===== src/nco_defs.vh =====
// register map, field positions and reset values of the numeric oscillator core
`ifndef NCO_DEFS_VH
`define NCO_DEFS_VH
`define NCO_ADR_W        6
`define NCO_OFS_CTRL     6'h00
`define NCO_OFS_CLKCFG   6'h04
`define NCO_OFS_ACCL     6'h08
`define NCO_OFS_ACCH     6'h0c
`define NCO_OFS_ACCU     6'h10
`define NCO_OFS_INCL     6'h14
`define NCO_OFS_INCH     6'h18
`define NCO_OFS_INCU     6'h1c
`define NCO_OFS_IRQ      6'h20
`define NCO_BIT_EN       7
`define NCO_BIT_OUT      5
`define NCO_BIT_POL      4
`define NCO_BIT_PFM      0
`define NCO_PWS_HI       7
`define NCO_PWS_LO       5
`define NCO_CKS_HI       1
`define NCO_CKS_LO       0
`define NCO_IRQ_FLAG     0
`define NCO_IRQ_EN       1
`define NCO_IRQ_PERIPHERAL_IRQ_ENABLE     2
`define NCO_IRQ_GIE      3
`define NCO_CKS_HFINT    2'h0
`define NCO_CKS_SYS      2'h1
`define NCO_CKS_LC3      2'h2
`define NCO_RST_VAL      8'h00
`define NCO_LOAD_EDGES   2'h2
`endif


===== src/nco_core.v =====
// numeric oscillator core with wishbone register slave
// Overview of operation
// - 20-bit accumulator readable, writable as three bytes
// - each rising input clock edge adds buffered increment
// - adder carry is the overflow event
// - 20-bit increment held in three bytes
// - low byte write loads buffers second edge
// - disabled: increment writes load buffers immediately
// - buffers hidden; reads return written values
// - fixed-duty mode toggles output per overflow
// - mode bit set selects pulse mode
// - pulse mode: active edge after overflow
// - width code selects 1 to 128 periods
// - polarity bit inverts output as last stage
// - polarity change raises interrupt when enabled
// - status bit shows current output level
// - overflow sets sticky flag; four enables gate request
// - enable bit turns oscillator on
// - two-bit field selects input clock source
// - reset clears every register to zero
// - runs in sleep; keeps internal oscillator requested while enabled with that source selected

// register map, one byte each on lane 0, upper lanes read zero
//   0x00 control
//        bit 7   module enable
//        bit 5   output level, read only
//        bit 4   output polarity, set inverts
//        bit 0   pulse mode select
//   0x04 clock and pulse config
//        bits 7:5 pulse width code
//        bits 1:0 input clock source
//   0x08 accumulator low
//   0x0c accumulator high
//   0x10 accumulator upper, bits 3:0
//   0x14 increment low, write last when running
//   0x18 increment high
//   0x1c increment upper, bits 3:0
//   0x20 interrupt control
//        bit 3   global enable
//        bit 2   peripheral enable
//        bit 1   overflow enable
//        bit 0   overflow flag, write zero clears
// any other offset answers with err and changes nothing

// timing notes
//   source clocks pass two flops, then an edge detector,
//   so each must stay well below half the bus clock
//   an overflow reaches the flag a few bus cycles late
//   pulse widths count source periods, not bus cycles
//   a width longer than the overflow period gives a ragged output
//   stopping the module drops a pending buffer load and pulse
//   the toggle state survives a stop, so the level may resume high
//   clock enable low freezes every flop, the bus answer included
//   accumulator writes win over an addition in the same cycle
//   and also suppress that cycle's overflow flag
//   increment reads return the software copy, never the buffer
//   the reserved source code stops all additions
//   the flag is also set by any output level change while
//   the overflow enable is set, which covers polarity flips
//   the sleep hold request is the only link to clock control
//   no interrupt logic lives here beyond the flag and its gate
//   sel lane 0 must be set for a write to land;
//   other lanes are ignored and still acknowledged
//   read data stands only in the ack cycle
//   a new request needs the previous ack gone
`include "nco_defs.vh"
module nco_core (
    input  wire        clk_i,
    input  wire        rst_i,
    input  wire        ce_i,
    input  wire        hf_osc_clk_i,
    input  wire        sys_osc_clk_i,
    input  wire        logic_cell3_output_i,
    input  wire        wb_cyc_i,
    input  wire        wb_stb_i,
    input  wire        wb_we_i,
    input  wire [31:0] wb_adr_i,
    input  wire [31:0] wb_dat_i,
    input  wire [3:0]  wb_sel_i,
    output reg  [31:0] wb_dat_o,
    output reg         wb_ack_o,
    output reg         wb_err_o,
    output reg         nco_out_o,
    output reg         irq_o,
    output reg         hf_osc_keep_o
);
    // control registers
    reg        module_enable;
    reg        output_polarity;
    reg        pulse_mode_select;
    reg [2:0]  pulse_width_select;
    reg [1:0]  input_clock_select;
    reg [19:0] acc;
    reg [19:0] inc_reg;
    reg [19:0] inc_buf;
    reg        overflow_irq_flag;
    reg        overflow_irq_enable;
    reg        peripheral_irq_enable;
    reg        global_irq_enable;
    // oscillator state
    reg [2:0]  sync_hf;
    reg [2:0]  sync_sys;
    reg [2:0]  sync_lc3;
    reg        carry_pend;
    reg        toggle_q;
    reg        pulse_act;
    reg [7:0]  pulse_cnt;
    reg        load_pend;
    reg [1:0]  load_cnt;
    reg        prev_out;
    // combinational helpers
    reg        osc_edge;
    reg [20:0] sum;
    reg        raw_out;
    reg        lvl;
    reg [7:0]  width;
    reg        wr_acc;
    reg        wr_inc;
    reg [31:0] rd;
    reg        hit;
    wire       req = wb_cyc_i & wb_stb_i & ~wb_ack_o & ~wb_err_o;
    wire       wr  = req & wb_we_i & wb_sel_i[0];
    wire [5:0] adr = wb_adr_i[5:0];
    wire [7:0] wd  = wb_dat_i[7:0];
    // one write strobe per register keeps the clocked processes small
    wire       wr_ctrl   = wr & (adr == `NCO_OFS_CTRL);
    wire       wr_clkcfg = wr & (adr == `NCO_OFS_CLKCFG);
    wire       wr_accl   = wr & (adr == `NCO_OFS_ACCL);
    wire       wr_acch   = wr & (adr == `NCO_OFS_ACCH);
    wire       wr_accu   = wr & (adr == `NCO_OFS_ACCU);
    wire       wr_incl   = wr & (adr == `NCO_OFS_INCL);
    wire       wr_inch   = wr & (adr == `NCO_OFS_INCH);
    wire       wr_incu   = wr & (adr == `NCO_OFS_INCU);
    wire       wr_irq    = wr & (adr == `NCO_OFS_IRQ);

    // edge detect compares second- and third-stage samples; first stage feeds nothing else
    always @* begin
        case (input_clock_select)
            `NCO_CKS_HFINT: osc_edge = sync_hf[1] & ~sync_hf[2];
            `NCO_CKS_SYS:   osc_edge = sync_sys[1] & ~sync_sys[2];
            `NCO_CKS_LC3:   osc_edge = sync_lc3[1] & ~sync_lc3[2];
            default:        osc_edge = 1'b0; // reserved source never clocks
        endcase
    end

    // adder and output shaping
    always @* begin
        sum = {1'b0, acc} + {1'b0, inc_buf};
        width = 8'h01 << pulse_width_select;
        raw_out = pulse_mode_select ? pulse_act : toggle_q;
        lvl = raw_out ^ output_polarity;
        wr_acc = wr & ((adr == `NCO_OFS_ACCL) | (adr == `NCO_OFS_ACCH) | (adr == `NCO_OFS_ACCU));
        wr_inc = wr & ((adr == `NCO_OFS_INCL) | (adr == `NCO_OFS_INCH) | (adr == `NCO_OFS_INCU));
    end

    // read mux; unmapped addresses answer with err
    always @* begin
        rd = 32'h00000000;
        hit = 1'b1;
        case (adr)
            `NCO_OFS_CTRL:   rd[7:0] = {module_enable, 1'b0, nco_out_o, output_polarity,
                                        3'h0, pulse_mode_select};
            `NCO_OFS_CLKCFG: rd[7:0] = {pulse_width_select, 3'h0, input_clock_select};
            `NCO_OFS_ACCL:   rd[7:0] = acc[7:0];
            `NCO_OFS_ACCH:   rd[7:0] = acc[15:8];
            `NCO_OFS_ACCU:   rd[7:0] = {4'h0, acc[19:16]};
            `NCO_OFS_INCL:   rd[7:0] = inc_reg[7:0];
            `NCO_OFS_INCH:   rd[7:0] = inc_reg[15:8];
            `NCO_OFS_INCU:   rd[7:0] = {4'h0, inc_reg[19:16]};
            `NCO_OFS_IRQ:    rd[7:0] = {4'h0, global_irq_enable, peripheral_irq_enable,
                                        overflow_irq_enable, overflow_irq_flag};
            default:         hit = 1'b0;
        endcase
    end

    // input synchronisers; a source clock is never read before its second flop
    always @(posedge clk_i) begin
        if (rst_i) begin
            sync_hf <= 3'h0;
            sync_sys <= 3'h0;
            sync_lc3 <= 3'h0;
        end else if (ce_i) begin
            sync_hf <= {sync_hf[1:0], hf_osc_clk_i};
            sync_sys <= {sync_sys[1:0], sys_osc_clk_i};
            sync_lc3 <= {sync_lc3[1:0], logic_cell3_output_i};
        end
    end

    // bus answer one cycle after the request, dropped in the next cycle
    always @(posedge clk_i) begin
        if (rst_i) begin
            wb_dat_o <= 32'h00000000;
            wb_ack_o <= 1'b0;
            wb_err_o <= 1'b0;
        end else if (ce_i) begin
            wb_ack_o <= req & hit;
            wb_err_o <= req & ~hit;
            wb_dat_o <= rd; // only meaningful while ack is high
        end
    end

    // control fields; read-only and unimplemented bits are dropped here
    always @(posedge clk_i) begin
        if (rst_i) begin
            module_enable <= 1'b0;
            output_polarity <= 1'b0;
            pulse_mode_select <= 1'b0;
            pulse_width_select <= 3'h0;
            input_clock_select <= 2'h0;
            overflow_irq_enable <= 1'b0;
            peripheral_irq_enable <= 1'b0;
            global_irq_enable <= 1'b0;
        end else if (ce_i) begin
            if (wr_ctrl) begin
                module_enable <= wd[`NCO_BIT_EN];
                output_polarity <= wd[`NCO_BIT_POL];
                pulse_mode_select <= wd[`NCO_BIT_PFM];
            end
            if (wr_clkcfg) begin
                pulse_width_select <= wd[`NCO_PWS_HI:`NCO_PWS_LO];
                input_clock_select <= wd[`NCO_CKS_HI:`NCO_CKS_LO];
            end
            if (wr_irq) begin
                overflow_irq_enable <= wd[`NCO_IRQ_EN];
                peripheral_irq_enable <= wd[`NCO_IRQ_PERIPHERAL_IRQ_ENABLE];
                global_irq_enable <= wd[`NCO_IRQ_GIE];
            end
        end
    end

    // software copy of the increment; reads always return this copy
    always @(posedge clk_i) begin
        if (rst_i) begin
            inc_reg <= 20'h00000;
        end else if (ce_i) begin
            if (wr_incl)
                inc_reg[7:0] <= wd;
            if (wr_inch)
                inc_reg[15:8] <= wd;
            if (wr_incu)
                inc_reg[19:16] <= wd[3:0];
        end
    end

    // accumulator; a software write wins over an addition in the same cycle
    always @(posedge clk_i) begin
        if (rst_i) begin
            acc <= 20'h00000;
            carry_pend <= 1'b0;
        end else if (ce_i) begin
            if (module_enable && osc_edge) begin
                acc <= sum[19:0];
                carry_pend <= sum[20];
            end
            if (!module_enable)
                carry_pend <= 1'b0;
            if (wr_accl)
                acc[7:0] <= wd;
            if (wr_acch)
                acc[15:8] <= wd;
            if (wr_accu)
                acc[19:16] <= wd[3:0];
        end
    end

    // output shaping: toggle in fixed-duty mode, counted pulse in pulse mode
    always @(posedge clk_i) begin
        if (rst_i) begin
            toggle_q <= 1'b0;
            pulse_act <= 1'b0;
            pulse_cnt <= 8'h00;
        end else if (ce_i) begin
            if (module_enable && osc_edge) begin
                if (sum[20] && !pulse_mode_select)
                    toggle_q <= ~toggle_q;
                if (carry_pend && pulse_mode_select) begin
                    pulse_act <= 1'b1;
                    pulse_cnt <= width - 8'h01;
                end else if (pulse_act) begin
                    if (pulse_cnt == 8'h00)
                        pulse_act <= 1'b0;
                    else
                        pulse_cnt <= pulse_cnt - 8'h01;
                end
            end
            if (!module_enable)
                pulse_act <= 1'b0;
        end
    end

    // hidden buffer: immediate when stopped, two source edges late when running
    always @(posedge clk_i) begin
        if (rst_i) begin
            inc_buf <= 20'h00000;
            load_pend <= 1'b0;
            load_cnt <= 2'h0;
        end else if (ce_i) begin
            if (module_enable && osc_edge && load_pend) begin
                if (load_cnt == `NCO_LOAD_EDGES - 2'h1) begin
                    inc_buf <= inc_reg;
                    load_pend <= 1'b0;
                end
                load_cnt <= load_cnt + 2'h1;
            end
            if (!module_enable)
                load_pend <= 1'b0;
            if (!module_enable && wr_incl)
                inc_buf[7:0] <= wd;
            if (!module_enable && wr_inch)
                inc_buf[15:8] <= wd;
            if (!module_enable && wr_incu)
                inc_buf[19:16] <= wd[3:0];
            if (module_enable && wr_incl) begin
                load_pend <= 1'b1;
                load_cnt <= 2'h0;
            end
        end
    end

    // sticky flag and registered outputs; an event in the clearing cycle wins
    always @(posedge clk_i) begin
        if (rst_i) begin
            overflow_irq_flag <= 1'b0;
            prev_out <= 1'b0;
            nco_out_o <= 1'b0;
            irq_o <= 1'b0;
            hf_osc_keep_o <= 1'b0;
        end else if (ce_i) begin
            if (module_enable && osc_edge && sum[20] && !wr_acc)
                overflow_irq_flag <= 1'b1;
            else if (prev_out != lvl && overflow_irq_enable)
                overflow_irq_flag <= 1'b1;
            else if (wr_irq)
                overflow_irq_flag <= wd[`NCO_IRQ_FLAG];
            prev_out <= lvl;
            nco_out_o <= lvl;
            irq_o <= overflow_irq_flag & module_enable & overflow_irq_enable
                     & peripheral_irq_enable & global_irq_enable;
            hf_osc_keep_o <= module_enable & (input_clock_select == `NCO_CKS_HFINT);
        end
    end
endmodule


===== config.mk =====
export PLATFORM = sky130hd
export DESIGN_NAME = nco_core
export DESIGN_NICKNAME = d
export VERILOG_FILES = /design/src/nco_core.v
export VERILOG_INCLUDE_DIRS = /design/src
export SDC_FILE = /design/constraint.sdc
export NUM_CORES = 1
export LEC_CHECK = 0
export BUFFER_PORTS_ARGS = -buffer_cell sky130_fd_sc_hd__buf_2
export CORE_ASPECT_RATIO = 0.6
export CORE_MARGIN = 2
export CORE_UTILIZATION = 45
export DETAILED_ROUTE_END_ITERATION = 6
export PLACE_DENSITY = 0.68
export SLEW_MARGIN = 5
export SYNTH_ARGS = -nofsm -noshare
export SYNTH_HDL_FRONTEND = slang
export SYNTH_SLANG_ARGS = --single-unit
export TNS_END_PERCENT = 10

===== constraint.sdc =====
create_clock -name clk_i -period 4.4 [get_ports clk_i]
set_input_delay 0 -clock clk_i [delete_from_list [all_inputs] [get_ports clk_i]]
set_output_delay 0 -clock clk_i [all_outputs]
set_load 0.05 [all_outputs]

==> results.yml <==
power_and_ir_drop:
  pwr-share-comb_pct: 8.3
  power.density_nw_per_um2: 280
  intPower_uw: 1440
  cellLeakagePower_uw: 0.00272
  ir_drop_mv: 0.203
  p_sw_share_pct: 25.7
  p_switching_uw: 498
  clock_power_share_pct: 40.8
  seqPwrFrac_pct: 50.9
logic_synthesis:
  synth.ff_latch_count: 108
  synth_simple_gate_area_share_pct: 20.4
  synth_fa_ha_area_share_pct: 4.57
  synth.lib_cells_used.distinct: 76
  synth.mux.area_fraction_pct: 10.1
  synth_xor_area_share_pct: 2.44
  syn-cell-area_um2: 6470
  synth_edf_count: 0
  syn-instance-count: 762
  asyncSetResetFlopFracSynth_pct: 0
  ys_seq_area_share_pct: 33.4
  ys_dominant_reg_cell: "dfxtp_1"
  synth-compound-area-share_pct: 21.8
  synth_top_family_by_area: "compound AO/OA/AOI/OAI gates"
  synthesis.area_per_instance_um2: 8.49
  synth_warnings: 0
outcome:
  status: "complete, no violations"
die:
  die_h_um: 96.9
  std_cell_rows: 33
  initial_utilization_pct: 46.8
  die_width_um: 159
  die-area_um2: 15400
  io_pins: 114
  placeableCoreArea_um2: 13800
sta:
  slew_headroom_pct: 29.3
  setup_total_negative_slack_ns: 0
  tightest_slew_ns: 1.06
  setup_violations: 0
  timing.final.crit_period_ns: 2.98
  finalHoldViolCount: 0
  final-max-slew-violation-count: 0
  unrepaired_setup_endpoints_after_global_routing: "no"
  min_period_over_period_pct: 67.8
  fmaxAchievable_ghz: 0.335
  worst_clock_skew_ns: 0.00592
routing:
  vias: 5740
  initialDrtViolationCount: 486
  detailedRoute.firstPassIterationCount: 6
  wl_per_cell_um: 18.8
  detail-route-antenna-nets: 0
  wl_mm: 18.2
  route.detailed.drc: 0
  viasPerCell: 5.94
worst_setup_path:
  worstPathCellList: "ha_1 -> fa_1 -> a21o_1 -> a221o_1 -> a311oi_1 -> o2111ai_1 -> a31oi_1 -> xor2_1 -> o22ai_1"
  worst-path-buf-inv: 0
  critPathTopFamily: "compound AO/OA/AOI/OAI gates"
  worstReg2RegEnd: "acc[18]"
  critPathCapture: "acc[18]"
  timing.critical_path.to_type: "register"
  cp_data_arrival_time_ns: 3.21
  cp.depth: 9
  cp.required_ns: 4.63
  reg_to_reg_slack_setup_ns: 1.42
  r2r_start: "acc[0]"
  critPathKind: "register to register"
  worst_setup_path_start_kind: "register"
  critPathSlowestCell: "a311oi_1"
  slowest_delay_ns: 0.52
  peak_fanout_along_the_critical_path: 4
  rr_worst_depth: 9
  crit_start: "acc[0]"
global_route:
  grt_first_pass_wirelength_mm: 28.9
  grt_start_max_net_pins: 97
  global_route.usage.total_pct: 23.4
  grt_remaining_overflow: 0
  first_global_vias: 5333
  antenna_found_initial: 0
cts:
  htreeDepth: 3
  worstSkewPairLatency_ns: 0.35
  max-clock-path-buffers: 2
  cts_tree: "done"
  cts_sinks: 108
  cts.root.buffer_cell: "clkbuf_16"
  cts_inserted_buffers: 9
  clkTransAtPathRegs_ns: 0.07
final_layout:
  post-route-util_pct: 50.1
  antenna-diode-count: 0
  layout.nets: 870
  flow.area_growth_from_synthesis_pct: 7.10
  final_layout_size_suffix_gt1_share_pct: 11.9
hold_path:
  tightest_hold_check_type: "input port to register"
  hp-start: "wb_adr_i[0]"
placement:
  portBuffers: 36
  globalplace.congestion: 0.931
  place.detailed.hpwl_mm: 13.6
flow_run:
  max_cap_violations: 0
==> synthesized netlist by cell type (4+ instances only) <==
cell / instances / area, um2
nor3_1: 11 / 55.1
nand2_1: 68 / 255
o22ai_1: 4 / 25.0
inv_1: 13 / 48.8
and2_1: 9 / 56.3
a21oi_1: 46 / 230
dfxtp_1: 108 / 2160
a31oi_1: 6 / 37.5
buf_6: 5 / 56.3
buf_4: 28 / 210
a21o_1: 11 / 82.6
xnor2_1: 12 / 105
and3_1: 9 / 56.3
a311oi_1: 12 / 105
a211oi_1: 24 / 180
clkbuf_1: 31 / 116
nand4_1: 5 / 31.3
nand3_1: 8 / 40.0
o21ai_0: 22 / 110
o211ai_1: 5 / 37.5
nor2_1: 117 / 439
nor4_1: 5 / 31.3
xor2_1: 6 / 52.6
nand2b_1: 5 / 31.3
mux2i_1: 64 / 641
ha_1: 22 / 275
buf_2: 6 / 30.0
a222oi_1: 4 / 40.0
a221oi_1: 11 / 96.3
a22oi_1: 4 / 30.0
o2111ai_1: 4 / 35.0
or3_1: 4 / 25.0
o31ai_1: 5 / 37.5
==> metal layers <==
| layer | track usage [%] | wire length [um] | part of all wire [%] | vias to the layer above |
|---|---|---|---|---|
| met5 | 0 | 0 | 0 | - |
| met2 | 33.8 | 7530 | 41 | 215 |
| met1 | 34.2 | 8780 | 48 | 2775 |
| met4 | 3.88 | 133 | 0.73 | 0 |
| li1 | - | - | - | 2734 |
| met3 | 7.59 | 1730 | 9.5 | 16 |
==> power by group through the flow <==
| stage | registers [uW] | clock network [uW] | logic [uW] |
|---|---|---|---|
| 2_1_floorplan | 1020 | 0 | 122 |
| 3_3_place_gp | 1010 | 0 | 153 |
| 3_5_place_dp | 1010 | 0 | 155 |
| 4_1_cts | 989 | 802 | 158 |
| 5_1_grt | 989 | 839 | 168 |
| 6_report | 989 | 792 | 160 |
==> how the worst min path moves through the flow <==
stage	to	slack (ns)	cells after the start
after floorplan	pulse_width_select[1]	0.14	2
after global placement	sync_sys[0]	0.24	3
final	wb_ack_o	0.03	4
after global routing	acc[12]	0.05	3
after detailed placement	sync_lc3[0]	0.25	3
after CTS	wb_ack_o	0.02	4
==> tightest hold or removal path, stage by stage <==
cell     delay, ns
buf_2         0.10
nor2_1        0.06
nand4_1       0.09
a21oi_1       0.07
==> cells by family after synthesis <==
kind of cell	Yosys count
AND/OR/NAND/NOR	269
AO/OA/AOI/OAI	193
flip-flops	108
buffers and inverters	85
multiplexers	65
adder cells (fa/ha/maj)	23
XOR/XNOR	18
other	1
==> metrics by stage <==
step                      instance area (um2)  cells  worst slack, ns  hold WS, ns  total power, uW
after floorplan                          6550    785             1.99        0.139             1150
after detailed placement                 6600    947             1.53        0.245             1170
final                                    6930    967             1.42       0.0261             1940
after global routing                     6930    967             1.22       0.0469             2000
after CTS                                6930    967             1.48       0.0183             1950
after global placement                   6600    947             1.56        0.242             1160
==> repair_timing <==
| action | 4_1_cts | 5_1_grt |
|---|---|---|
| hold endpoints to repair | 12 | 0 |
| gates resized for setup | 0 | 0 |
| setup endpoints to repair | 0 | 0 |
| hold buffers | 4 | 0 |
| buffers inserted | 0 | 0 |
==> final cells by class <==
class                      instances  area (um2)
clock buffer                      12         267
clock inverter                     4        22.5
fill                            1296        6910
inverter                          14        52.6
multi-input combinational        592        3920
sequential                       108        2160
tap                              192         240
timing repair buffer              45         260
==> cells in the final DEF (no fill, tap or decap), types with 4 or more instances in the layout <==
cell and instances:
a21o_1 11, buf_2 35, and3_1 9, clkbuf_16 9, a211oi_1 24, nand3_1 8
a311oi_1 12, o2111ai_1 4, nand2_1 68, mux2i_1 64, dfxtp_1 108, o31ai_1 5
and2_1 9, conb_1 24, or3_1 4, nand4_1 5, a21oi_1 46, dlygate4sd3_1 4
a221oi_1 11, o211ai_1 5, nand2b_1 5, o22ai_1 4, inv_1 13, xnor2_1 12
a22oi_1 4, a31oi_1 6, nor4_1 5, o21ai_0 22, ha_1 22, buf_4 6
nor2_1 117, a222oi_1 4, nor3_1 11, xor2_1 6
No activity file was read; power rests on OpenSTA's default activity.
